==> src/verilog/swr_pkg.sv <==
// Shared constants and types for the seconds counter / watchdog clock.
// Assumes one system clock; every pin arrives asynchronous to it.
package swr_pkg;
   // ****************************************
   // Register map
   // ****************************************
   localparam logic [3:0] REG_SECS_B0 = 4'h0;
   localparam logic [3:0] REG_SECS_B3 = 4'h3;
   localparam logic [3:0] REG_CDN_B0 = 4'h4;
   localparam logic [3:0] REG_CDN_B2 = 4'h6;
   localparam logic [3:0] REG_CONTROL = 4'h7;
   localparam logic [3:0] REG_STATUS = 4'h8;
   localparam logic [3:0] REG_LAST = 4'h8;
   // ****************************************
   // Control and status fields
   // ****************************************
   localparam int CTL_OSC_STOP = 7;
   localparam int CTL_CDN_EN = 6;
   localparam int CTL_MODE_SEL = 5;
   localparam int CTL_OUT_SEL = 3;
   localparam int CTL_RATE_HI = 2;
   localparam int CTL_RATE_LO = 1;
   localparam int CTL_IRQ_EN = 0;
   localparam logic [7:0] CTL_WR_MASK = 8'hef;
   localparam logic [7:0] CTL_RESET = 8'h06;
   localparam int STS_OSC_FLAG = 7;
   localparam int STS_ALARM_FLAG = 0;
   localparam logic STS_OSC_RESET = 1'b1;
   // ****************************************
   // Time base
   // ****************************************
   localparam int OSC_HZ = 32768;
   localparam int PULSE_MS = 250;
   localparam int PULSE_TICKS = OSC_HZ * PULSE_MS / 1000;
   localparam logic [14:0] CHAIN_WRAP = 15'h7fff;
   localparam logic [2:0] FAST_WRAP = 3'h7;
   localparam logic [6:0] DEV_ADDR_DEF = 7'h2a;
   // ****************************************
   // Serial engine states
   // ****************************************
   typedef enum logic [6:0] {
      SW_IDLE = 7'h01,
      SW_DEV_ADDR = 7'h02,
      SW_ADDR_ACK = 7'h04,
      SW_RX_BYTE = 7'h08,
      SW_RX_ACK = 7'h10,
      SW_TX_BYTE = 7'h20,
      SW_TX_ACK = 7'h40
   } swr_serial_e;
   // Pin synchroniser: two stages plus an edge-detect copy
   typedef struct packed {
      logic s1;
      logic s2;
      logic q;
   } swr_sync_s;
   // Whole state of the block
   typedef struct packed {
      swr_sync_s scl;
      swr_sync_s sda;
      swr_sync_s xtal;
      swr_sync_s watchdog_strobe_in;
      swr_serial_e state;
      logic [3:0] bitCnt;
      logic [7:0] shift;
      logic rw;
      logic ptrLoad;
      logic [3:0] ptr;
      logic sdaLow;
      logic [31:0] secs;
      logic [31:0] shadow;
      logic [23:0] cnt;
      logic [23:0] seed;
      logic [7:0] ctrl;
      logic osc_stopped_flag;
      logic af;
      logic [14:0] todChain;
      logic [14:0] wdChain;
      logic [15:0] pulseCnt;
      logic irqLow;
   } swr_state_s;
endpackage

==> src/verilog/swr_core.sv <==
// Seconds counter with countdown watchdog/alarm, two-wire register access.
// Assumes a 250 MHz clock; crystal, strobe and bus pins are asynchronous.
// Notes on behaviour
// Rising strobe edge reloads countdown from seed and restarts its chain.
// A steady strobe level leaves the countdown decrementing normally.
// Pointer steps after each byte, wrapping from 08h to 00h.
// START, STOP and pointer wrap to 00h copy seconds into the shadow.
// Seconds reads return the shadow while the live count runs on.
// Thirty-two bit seconds counter counts up from a written value.
// Twenty-four bit countdown works as watchdog or alarm.
// Seconds bytes sit least significant first at 00h to 03h.
// Countdown bytes sit least significant first at 04h to 06h.
// Shared output only pulls low; carries square wave or alarm interrupt.
// Only documented defaults are set; other contents start at zero.
// Registers are reached only over the two-wire bus, host clocks.
// All time bases come from the 32.768kHz crystal input.
// Control and status bit layout as mapped at 07h and 08h.
// Countdown writes load counter and seed; reloads use the seed.
// Mode 0: decrement per second, flag at zero, reload and restart.
// Mode 1: 1/4096 s steps, stop at zero, untruncated 250ms low pulse.
// Software clears the alarm flag by writing 0; writing 1 does nothing.
`timescale 1ns/100ps
module swr_core import swr_pkg::*; #(
   parameter logic [6:0] DEV_ADDR = DEV_ADDR_DEF,
   parameter int PULSE_LEN = PULSE_TICKS
) (
   input wire logic clock,
   input wire logic resetn,
   input wire logic crystalIn,
   input wire logic watchdogStrobeIn,
   input wire logic sclIn,
   input wire logic sdaIn,
   output logic sdaOut,
   output logic sdaOen,
   output logic waveOrIrqOut,
   output logic waveOrIrqOen
);
   // ****************************************
   // State and event terms
   // ****************************************
   swr_state_s st_r;
   swr_state_s st_nxt;
   logic sclRise;
   logic sclFall;
   logic startEv;
   logic stopEv;
   logic oscTick;
   logic wdTick;
   logic wdsRise;
   logic afSet;
   logic wrEn;
   logic [3:0] wrAddr;
   logic [7:0] wrData;
   logic cdnRead;
   logic [7:0] rdData;
   logic [3:0] ptrInc;
   logic waveBit;

   // ****************************************
   // Register read mux, seconds from the shadow copy
   // ****************************************
   function automatic logic [7:0] rd_byte(input swr_state_s s, input logic [3:0] a);
      logic [7:0] d;
      d = 8'h00;
      if (a <= REG_SECS_B3) begin
         d = s.shadow[8*a[1:0] +: 8];
      end else if (a <= REG_CDN_B2) begin
         d = s.cnt[8*(a - REG_CDN_B0) +: 8];
      end else if (a == REG_CONTROL) begin
         d = s.ctrl & CTL_WR_MASK;
      end else if (a == REG_STATUS) begin
         d[STS_OSC_FLAG] = s.osc_stopped_flag;
         d[STS_ALARM_FLAG] = s.af;
      end
      return d;
   endfunction

   // ****************************************
   // Pin outputs: open-drain, enable low while pulling low
   // ****************************************
   // Data tied low, so a pin never fights its pull-up
   assign sdaOut = 1'b0;
   assign sdaOen = ~st_r.sdaLow;
   assign waveOrIrqOut = 1'b0;
   assign waveOrIrqOen = ~st_r.irqLow;

   // ****************************************
   // Next-state logic
   // ****************************************
   always_comb begin
      st_nxt = st_r;
      afSet = 1'b0;
      wrEn = 1'b0;
      wrAddr = st_r.ptr;
      wrData = st_r.shift;
      cdnRead = 1'b0;
      rdData = rd_byte(st_r, st_r.ptr);
      ptrInc = (st_r.ptr >= REG_LAST) ? REG_SECS_B0 : st_r.ptr + 4'h1;
      // ****************************************
      // Synchronisers, two flops before any use
      // ****************************************
      st_nxt.scl = '{sclIn, st_r.scl.s1, st_r.scl.s2};
      st_nxt.sda = '{sdaIn, st_r.sda.s1, st_r.sda.s2};
      st_nxt.xtal = '{crystalIn, st_r.xtal.s1, st_r.xtal.s2};
      st_nxt.watchdog_strobe_in = '{watchdogStrobeIn, st_r.watchdog_strobe_in.s1, st_r.watchdog_strobe_in.s2};
      sclRise = st_r.scl.s2 & ~st_r.scl.q;
      sclFall = ~st_r.scl.s2 & st_r.scl.q;
      startEv = st_r.scl.s2 & st_r.scl.q & ~st_r.sda.s2 & st_r.sda.q;
      stopEv = st_r.scl.s2 & st_r.scl.q & st_r.sda.s2 & ~st_r.sda.q;
      wdsRise = st_r.watchdog_strobe_in.s2 & ~st_r.watchdog_strobe_in.q;
      oscTick = st_r.xtal.s2 & ~st_r.xtal.q & ~st_r.ctrl[CTL_OSC_STOP];

      // ****************************************
      // Two-wire slave engine
      // ****************************************
      // START and STOP win over any state, so a cut frame recovers
      if (startEv || stopEv) begin
         st_nxt.state = startEv ? SW_DEV_ADDR : SW_IDLE;
         st_nxt.bitCnt = 4'h0;
         st_nxt.sdaLow = 1'b0;
         st_nxt.shadow = st_r.secs;
      end else begin
         case (st_r.state)
            SW_DEV_ADDR, SW_RX_BYTE: begin
               if (sclRise) begin
                  st_nxt.shift = {st_r.shift[6:0], st_r.sda.s2};
                  st_nxt.bitCnt = st_r.bitCnt + 4'h1;
               end else if (sclFall && st_r.bitCnt == 4'h8) begin
                  st_nxt.sdaLow = 1'b1;
                  if (st_r.state == SW_RX_BYTE) begin
                     st_nxt.state = SW_RX_ACK;
                     if (st_r.ptrLoad) begin
                        st_nxt.ptr = st_r.shift[3:0];
                        st_nxt.ptrLoad = 1'b0;
                     end else begin
                        wrEn = 1'b1;
                        st_nxt.ptr = ptrInc;
                        if (ptrInc == REG_SECS_B0) begin
                           st_nxt.shadow = st_r.secs;
                        end
                     end
                  end else if (st_r.shift[7:1] == DEV_ADDR) begin
                     st_nxt.state = SW_ADDR_ACK;
                     st_nxt.rw = st_r.shift[0];
                     st_nxt.ptrLoad = ~st_r.shift[0];
                  end else begin
                     st_nxt.state = SW_IDLE;
                     st_nxt.sdaLow = 1'b0;
                  end
               end
            end
            SW_ADDR_ACK, SW_RX_ACK, SW_TX_ACK: begin
               if (sclRise && st_r.state == SW_TX_ACK && st_r.sda.s2) begin
                  st_nxt.state = SW_IDLE; // Master ended the read
               end else if (sclFall) begin
                  st_nxt.bitCnt = 4'h0;
                  st_nxt.sdaLow = 1'b0;
                  if (st_r.state == SW_RX_ACK || !st_r.rw) begin
                     st_nxt.state = SW_RX_BYTE;
                  end else begin
                     st_nxt.state = SW_TX_BYTE;
                     st_nxt.shift = rdData;
                     st_nxt.sdaLow = ~rdData[7];
                     cdnRead = (st_r.ptr >= REG_CDN_B0) && (st_r.ptr <= REG_CDN_B2);
                  end
               end
            end
            SW_TX_BYTE: begin
               if (sclFall) begin
                  if (st_r.bitCnt == 4'h7) begin
                     st_nxt.state = SW_TX_ACK;
                     st_nxt.sdaLow = 1'b0;
                     st_nxt.ptr = ptrInc;
                     if (ptrInc == REG_SECS_B0) begin
                        st_nxt.shadow = st_r.secs;
                     end
                  end else begin
                     st_nxt.shift = {st_r.shift[6:0], 1'b0};
                     st_nxt.sdaLow = ~st_r.shift[6];
                     st_nxt.bitCnt = st_r.bitCnt + 4'h1;
                  end
               end
            end
            default: begin
               st_nxt.state = SW_IDLE;
               st_nxt.sdaLow = 1'b0;
            end
         endcase
      end

      // ****************************************
      // Seconds chain and counter
      // ****************************************
      if (oscTick) begin
         st_nxt.todChain = st_r.todChain + 15'h0001;
         if (st_r.todChain == CHAIN_WRAP) begin
            st_nxt.secs = st_r.secs + 32'h00000001;
         end
      end

      // ****************************************
      // Countdown chain and counter; strobe level alone changes nothing
      // ****************************************
      wdTick = 1'b0;
      if (oscTick) begin
         st_nxt.wdChain = st_r.wdChain + 15'h0001;
         if (st_r.ctrl[CTL_MODE_SEL]) begin
            wdTick = (st_r.wdChain[2:0] == FAST_WRAP);
         end else begin
            wdTick = (st_r.wdChain == CHAIN_WRAP);
         end
      end
      if (st_r.ctrl[CTL_CDN_EN] && wdTick && st_r.cnt != 24'h000000) begin
         if (st_r.cnt == 24'h000001) begin
            afSet = 1'b1;
            st_nxt.cnt = st_r.ctrl[CTL_MODE_SEL] ? 24'h000000 : st_r.seed;
         end else begin
            st_nxt.cnt = st_r.cnt - 24'h000001;
         end
      end

      // ****************************************
      // Register writes take priority over counting
      // ****************************************
      // A write and a count step in one cycle keep the written byte
      if (wrEn) begin
         if (wrAddr <= REG_SECS_B3) begin
            st_nxt.secs[8*wrAddr[1:0] +: 8] = wrData;
            st_nxt.todChain[14:3] = 12'h000;
         end else if (wrAddr <= REG_CDN_B2) begin
            st_nxt.cnt[8*(wrAddr - REG_CDN_B0) +: 8] = wrData;
            st_nxt.seed[8*(wrAddr - REG_CDN_B0) +: 8] = wrData;
            st_nxt.wdChain = 15'h0000;
         end else if (wrAddr == REG_CONTROL) begin
            st_nxt.ctrl = wrData & CTL_WR_MASK;
         end else if (wrAddr == REG_STATUS) begin
            if (!wrData[STS_OSC_FLAG]) begin
               st_nxt.osc_stopped_flag = 1'b0;
            end
            if (!wrData[STS_ALARM_FLAG]) begin
               st_nxt.af = 1'b0;
            end
         end
      end

      // ****************************************
      // Reload from seed on strobe edge or on a watchdog-mode countdown read while the strobe is low
      // ****************************************
      if (st_r.ctrl[CTL_CDN_EN] && (wdsRise ||
          (cdnRead && st_r.ctrl[CTL_MODE_SEL] && !st_r.watchdog_strobe_in.s2))) begin
         st_nxt.cnt = st_r.seed;
         st_nxt.wdChain = 15'h0000;
      end

      // ****************************************
      // Alarm pulse in watchdog mode, not cut short by software
      // ****************************************
      // Flag writes cannot shorten it; only the tick count ends it
      if (st_r.pulseCnt != 16'h0000 && oscTick) begin
         st_nxt.pulseCnt = st_r.pulseCnt - 16'h0001;
         if (st_r.pulseCnt == 16'h0001) begin
            st_nxt.af = 1'b0;
         end
      end
      if (afSet) begin
         st_nxt.af = 1'b1;
         if (st_r.ctrl[CTL_MODE_SEL] && st_r.ctrl[CTL_IRQ_EN] && st_r.ctrl[CTL_OUT_SEL]) begin
            st_nxt.pulseCnt = PULSE_LEN[15:0];
         end
      end
      if (st_r.ctrl[CTL_OSC_STOP]) begin
         st_nxt.osc_stopped_flag = 1'b1;
      end

      // ****************************************
      // Output select: square wave or interrupt
      // ****************************************
      case ({st_r.ctrl[CTL_RATE_HI], st_r.ctrl[CTL_RATE_LO]})
         2'b00: waveBit = st_r.todChain[14];
         2'b01: waveBit = st_r.todChain[2];
         2'b10: waveBit = st_r.todChain[1];
         default: waveBit = st_r.xtal.q;
      endcase
      if (st_r.ctrl[CTL_OUT_SEL]) begin
         st_nxt.irqLow = (st_r.af && st_r.ctrl[CTL_IRQ_EN] && !st_r.ctrl[CTL_MODE_SEL])
            || (st_r.pulseCnt != 16'h0000);
      end else begin
         st_nxt.irqLow = !st_r.ctrl[CTL_OSC_STOP] && !waveBit;
      end
   end

   // ****************************************
   // State register
   // ****************************************
   // Synchronous reset; pins start released
   always_ff @(posedge clock) begin
      if (!resetn) begin
         st_r <= '0;
         // Bus lines idle high, so no false START after reset
         st_r.scl <= '1;
         st_r.sda <= '1;
         st_r.state <= SW_IDLE;
         st_r.ctrl <= CTL_RESET;
         st_r.osc_stopped_flag <= STS_OSC_RESET;
      end else begin
         st_r <= st_nxt;
      end
   end
endmodule // swr_core

==> config.mk <==
export PLATFORM = sky130hd
export DESIGN_NAME = swr_core
export DESIGN_NICKNAME = d
export VERILOG_FILES = /design/src/verilog/swr_pkg.sv /design/src/verilog/swr_core.sv
export SDC_FILE = /design/constraint.sdc
export NUM_CORES = 1
export LEC_CHECK = 0
export BUFFER_PORTS_ARGS = -buffer_cell sky130_fd_sc_hd__buf_2
export CAP_MARGIN = 30
export CELL_PAD_IN_SITES_DETAIL_PLACEMENT = 1
export CELL_PAD_IN_SITES_GLOBAL_PLACEMENT = 1
export CORE_MARGIN = 2
export CORE_UTILIZATION = 52
export DETAILED_ROUTE_END_ITERATION = 16
export PLACE_DENSITY_LB_ADDON = 0.1
export SYNTH_ARGS = -nofsm -noshare
export SYNTH_HDL_FRONTEND = slang
export SYNTH_SLANG_ARGS = --single-unit
==> constraint.sdc <==
create_clock -name clock -period 5.19 [get_ports clock]
set_input_delay 1.038 -clock clock [delete_from_list [all_inputs] [get_ports clock]]
set_output_delay 1.038 -clock clock [all_outputs]
set_load 0.02 [all_outputs]
---- After elaboration in Yosys (flattened, before gate mapping) ----
Index checks and enable logic that the tools add are counted.
storage, ports and cells
  register bits ........................... 206
  latch bits .............................. 0
  RAM bits ................................ 0
  ROM bits ................................ 0
  input port bits ......................... 6
  output and inout port bits .............. 4
  word-level logic and storage cells ...... 263
  memories kept ........................... 0
operators by class
  add/subtract/negate cells ............... 10
  multiply operators ...................... 0
  divide/modulo/power cells ............... 0
  $lt $le $gt $ge ......................... 4
  equal/unequal tests ..................... 35
  shift-type cells ........................ 6
  multiplexer cells ....................... 99
  bitwise gates (word level) .............. 30
  reductions and logical operators ........ 48
operators by type and width
  kind                       number
  $mux W32                   12
  $mux W24                   4
  $mux W15                   5
  $mux W70                   1
  $pmux W32 S2               1
  $mux W58                   1
  $bwmux W24                 2
  $mux W12                   4
  $mux W16                   3
  $mux W48                   1
  $mux W19                   2
  $pmux W12 S3               1
  $mux W7                    5
  $neg A32 Y34               1
  $neg A5 Y34                1
  $shift A8 B34 Y24 const A  1
  $shift A8 B34 Y32 const A  1
  $shiftx A8 B34 Y24         1
  $shiftx A8 B34 Y32         1
  $mux W1                    33
  $shiftx A24 B33 Y8         1
  $add A32 B1 Y32 const B    1
  $bwmux W32                 1
  $mux W8                    4
  other kinds (56)           144

---- Depth between registers and ports, before layout ----
  depth in word-level cells ............... 14
  mapped depth ............................ 16
  gate-level depth less buffers ........... 13

---- Worst setup path before layout ----
OpenSTA, ideal clock, no wires.
  kind .................................... register to register
  start ................................... register st_r (netlist bit wrAddr[0])
  end ..................................... register st_r[97] (netlist name)
  setup time .............................. 0.096 ns
  data arrival time ....................... 3.112 ns
  data required time ...................... 5.094 ns
  setup slack ............................. 1.982 ns
  stages on the path, launching flop included .. 16
  buffers on the path ..................... 4
  clock period less this slack ............ 3.208 ns
  path through ............................ dfxtp_1 > clkbuf_1 > inv_1 > clkbuf_1 > ha_1 > clkbuf_1 > nand2_1 > ha_1 > nand4bb_1 > nor4_1 > a41o_1 > nand2_1 > nor3b_2 > buf_2 > a211oi_1 > nor4b_1
between the ends
  longest elaborated chain between the ends .. 12
  elaborated cells on any way between the ends .. 22
  classes of those cells .................. 2 x add/sub; 3 x order compare; 2 x shift; 10 x mux; 5 x reduce/logical
ends and longest elaborated chain
  what                                                   RTL line         text
  start, declared                                        swr_core.sv:41   swr_state_s st_r;
  start signal, assigned                                 swr_core.sv:306  st_r <= st_nxt;
  branches (longest 11 deep; another with $neg A32 Y34)  --
  $mux W24 (*)                                           swr_core.sv:249  if (st_r.ctrl[CTL_CDN_EN] && (wdsRise ||
Mark *: on every way between the ends.
A chain may end at the register's enable or synchronous reset.

---- Worst setup path after layout ----
  start ................................... register st_r (netlist bit wrAddr[1])
  end ..................................... register st_r[97] (netlist name)
The elaborated chain is that of the path after synthesis.

==> metrics.md <==
| Metric | Value |
|---|---|
| # hold bufs at CTS | `0` |
| Async SR Flop Fraction | `0` |
| DR vias/cell | `6.30` |
| Max-cap violations | `0` |
| Switching share of power | `0.236` |
| IO Pins | `10` |
| Number of global-route vias before repair | `10300` |
| CP max FO | `17` |
| Crit path largest cell delay | `820 ps` |
| Int Power | `2780 uW` |
| Gr usage total | `0.312` |
| Synth warn | `0` |
| Area grow syn2layout | `8.72%` |
| Power, Total | `3630 uW` |
| Global-route wire length before repair | `55700 um` |
| Congestion Overflow GR | `0` |
| N_diodes | `0` |
| CTS resizes | `0` |
| Sw Pwr | `857 uW` |
| Synth area leader | `dfxtp_1` |
| Setup TNS after final layout | `0 ps` |
| Delay-heaviest family, CP | `simple AND/OR/NAND/NOR gates` |
| Iter 0 DRT Violations | `645` |
| CTS buffer count | `23` |
| Clock transition at path regs | `70 ps` |
| Clock power frac | `0.482` |
| Cell row count | `53` |
| Pre-antenna DRT Iters | `5` |
| Via Count | `10300` |
| Areal power density over the cells | `303 nW/um^2` |
| Finished Layout Cells | `1632` |
| CP required | `5610 ps` |
| Slew Limit Headroom | `0.295` |
| FF-to-FF path depth | `11` |
| Outcome | `complete, no violations` |
| Initial Utilization | `0.528` |
| Final slew viol count | `0` |
| CTS tree | `yes` |
| Worst setup SP type | `flip-flop` |
| Post-synth cell types | `79` |
| Part of the power in registers | `0.450` |
| Final setup violating endpoints | `0` |
| Die height | `150 um` |
| Placed Cells | `1591` |
| Worst slew pin tran | `1060 ps` |
| Final critical-path share of the clock period | `0.765` |
| Die width | `150 um` |
| Cells after Synth | `1373` |
| Largest net degree at the start of global routing | `87` |
| Yosys reg bits | `206` |
| Fmax | `252 MHz` |
| Critical path class | `flip-flop to flip-flop` |
| Mean Syn Cell Area | `8.03 sq um` |
| Synthesized area | `11000 sq um` |
| Min-delay worst type | `flip-flop to flip-flop` |
| Final GP Congestion | `0.853` |
| Main flop type after synthesis | `dfxtp_1` |
| CP Buf/Inv Count | `1` |
| Clock latency on the worst-skew pair | `520 ps` |
| Crit path cell chain | `inv_1, ha_1, nand2_1, ha_1, nand4bb_1, nor4_1, a41o_1, nand2_1, nor3b_2, a211oi_1, nor4b_1` |
| Routed wire per std cell | `21.3 um` |
| Cell depth of the worst hold path | `1` |
| Detailed placement HPWL | `23300 um` |
| Peak VDD IR | `0.267 mV` |
| Combinational Power Share | `0.068` |
| Die area | `22400 sq um` |
| Clock Tree Root | `clkbuf_16` |
| Antenna-violating nets left | `0` |
| Worst path depth | `11` |
| Initial antenna violation count | `0` |
| Clock Skews | `12.9 ps` |
| Postcts setup bufs | `0` |
| Sink Count | `206` |
| Routed WL | `34700 um` |
| Final Hold Vio Count | `0` |
| Slowest CP cell | `dfxtp_1` |
| Data arrival time of the worst path | `4390 ps` |
| Input/output buffers | `7` |
| Number of synthesized flops with an enable pin | `0` |
| Core Util, Final | `0.574` |
| RSZ-0062 raised after global routing | `false` |
| CTS H-Tree Depth | `1` |
| Lkg Pwr | `0.00413 uW` |
| CORE AREA | `20900 sq um` |
| Area contributors post-synth | `dfxtp_1 (37%), nor2_1 (5.9%), nand2_1 (5.4%), a21oi_1 (4.9%), mux2i_1 (4.1%)` |
| # nets final | `1374` |
| WHS | `408 ps` |
| Maximum clock insertion buffer count | `3` |
| Post-layout min period | `3970 ps` |
| Synth top area share | `0.374` |
| DRC Markers | `0` |
| Crit. End Element | `flip-flop` |
| Sequential-to-total area share from yosys stat | `0.374` |
| Share of layout cells above drive strength 1 | `0.0671` |
==> power by group through the flow <==
stage	Sequential [uW]	Combinational, uW	Clock (uW)
global placement	1670	240	0
finish	1630	247	1750
floorplan	1660	194	0
CTS	1630	250	1770
global route	1640	279	1840
detailed placement	1670	246	0
==> worst register-to-register path, stage by stage (launching register included) <==
cell and delay, ps:
dfxtp_1 820, inv_1 300, ha_1 400, nand2_1 140
ha_1 180, nand4bb_1 150, nor4_1 310, a41o_1 220
nand2_1 110, nor3b_2 790, a211oi_1 110, nor4b_1 330
==> through the flow <==
| stage | instance area, sq um | setup slack (ps) |
|---|---|---|
| final | 12000 | 1220 |
| after CTS | 12000 | 1320 |
| after global routing | 12000 | 914 |
| after global placement | 11200 | 1630 |
| after floorplan | 11000 | 1980 |
| after detailed placement | 11200 | 1400 |
==> kinds of logic (layout without fill, tap and decap cells) <==
group / Yosys count / in the layout / synth area share
and+or+nand+nor: 585 / 585 / 0.259
AOI/OAI and AO/OA: 310 / 310 / 0.173
DFF: 206 / 206 / 0.374
buffers and inverters: 120 / 103 / 0.0476
xor gates and xnor gates: 69 / 69 / 0.0548
muxes: 55 / 55 / 0.0603
adders and majority gates: 27 / 27 / 0.0313
other: 1 / 2 / 0.000340
==> layout by cell type, fill, tap and decap left out, types with 14 or more instances in the layout <==
| cell | instances |
|---|---|
| xor2_1 | 22 |
| or3_1 | 24 |
| nand4_1 | 25 |
| buf_4 | 16 |
| and2_1 | 14 |
| nand3_1 | 44 |
| nor4_1 | 21 |
| a31oi_1 | 25 |
| xnor2_1 | 47 |
| nor2_1 | 174 |
| ha_1 | 26 |
| dfxtp_1 | 206 |
| o21ai_0 | 75 |
| a21oi_1 | 108 |
| nand2_1 | 158 |
| clkbuf_16 | 23 |
| a211oi_1 | 19 |
| inv_1 | 36 |
| mux2i_1 | 45 |
| nor3_1 | 38 |
==> final timing paths <==
| path | from | endpoint | slack [ps] |
|---|---|---|---|
| max | wrAddr[1]$_SDFFE_PN0P_ | st_r[97]$_SDFF_PN0_ | 1220 |
| min | st_nxt[202]$_SDFF_PN1_ | st_nxt[201]$_SDFF_PN1_ | 410 |
| max reg2reg | wrAddr[1]$_SDFFE_PN0P_ | st_r[97]$_SDFF_PN0_ | 1220 |
| min reg2reg | st_nxt[202]$_SDFF_PN1_ | st_nxt[201]$_SDFF_PN1_ | 410 |
==> Yosys cell counts, types with 4 or more instances <==
| master | number |
|---|---|
| ha_1 | 26 |
| clkbuf_1 | 54 |
| o21ai_0 | 76 |
| o21a_1 | 4 |
| nor3_1 | 38 |
| nand3_1 | 44 |
| nor2_1 | 174 |
| nand2b_1 | 13 |
| nand2_1 | 158 |
| inv_1 | 36 |
| xnor2_1 | 47 |
| o31ai_1 | 5 |
| buf_2 | 14 |
| nor3b_1 | 8 |
| a22oi_1 | 5 |
| o211ai_1 | 13 |
| and4_1 | 5 |
| nand4_1 | 25 |
| buf_4 | 7 |
| xor2_1 | 22 |
| buf_1 | 4 |
| nand4b_1 | 5 |
| dfxtp_1 | 206 |
| and3_1 | 13 |
| mux4_2 | 9 |
| nand3b_1 | 7 |
| mux2i_1 | 45 |
| and2_1 | 14 |
| buf_6 | 4 |
| nor2b_1 | 6 |
| o22ai_1 | 10 |
| nor4_1 | 22 |
| a211oi_1 | 19 |
| a31oi_1 | 25 |
| or4_1 | 10 |
| or3_1 | 24 |
| a21oi_1 | 108 |
==> metal layers <==
layer | track usage | vias to the layer above | part of all wire
met5 | 0 | - | 0
met4 | 0.103 | 0 | 0.031
met3 | 0.0470 | 68 | 0.054
met2 | 0.522 | 268 | 0.47
met1 | 0.413 | 5127 | 0.45
li1 | - | 4826 | -
==> final cells by class <==
cell class,instances,area [sq um]
repair buffers,25,175
well taps,275,344
multi-input cells,1048,6400
fillers,2546,8900
clock buffers,31,646
flip-flops and latches,206,4120
clock inverters,10,156
inverters,37,140
(Power assumes the default switching activity.)
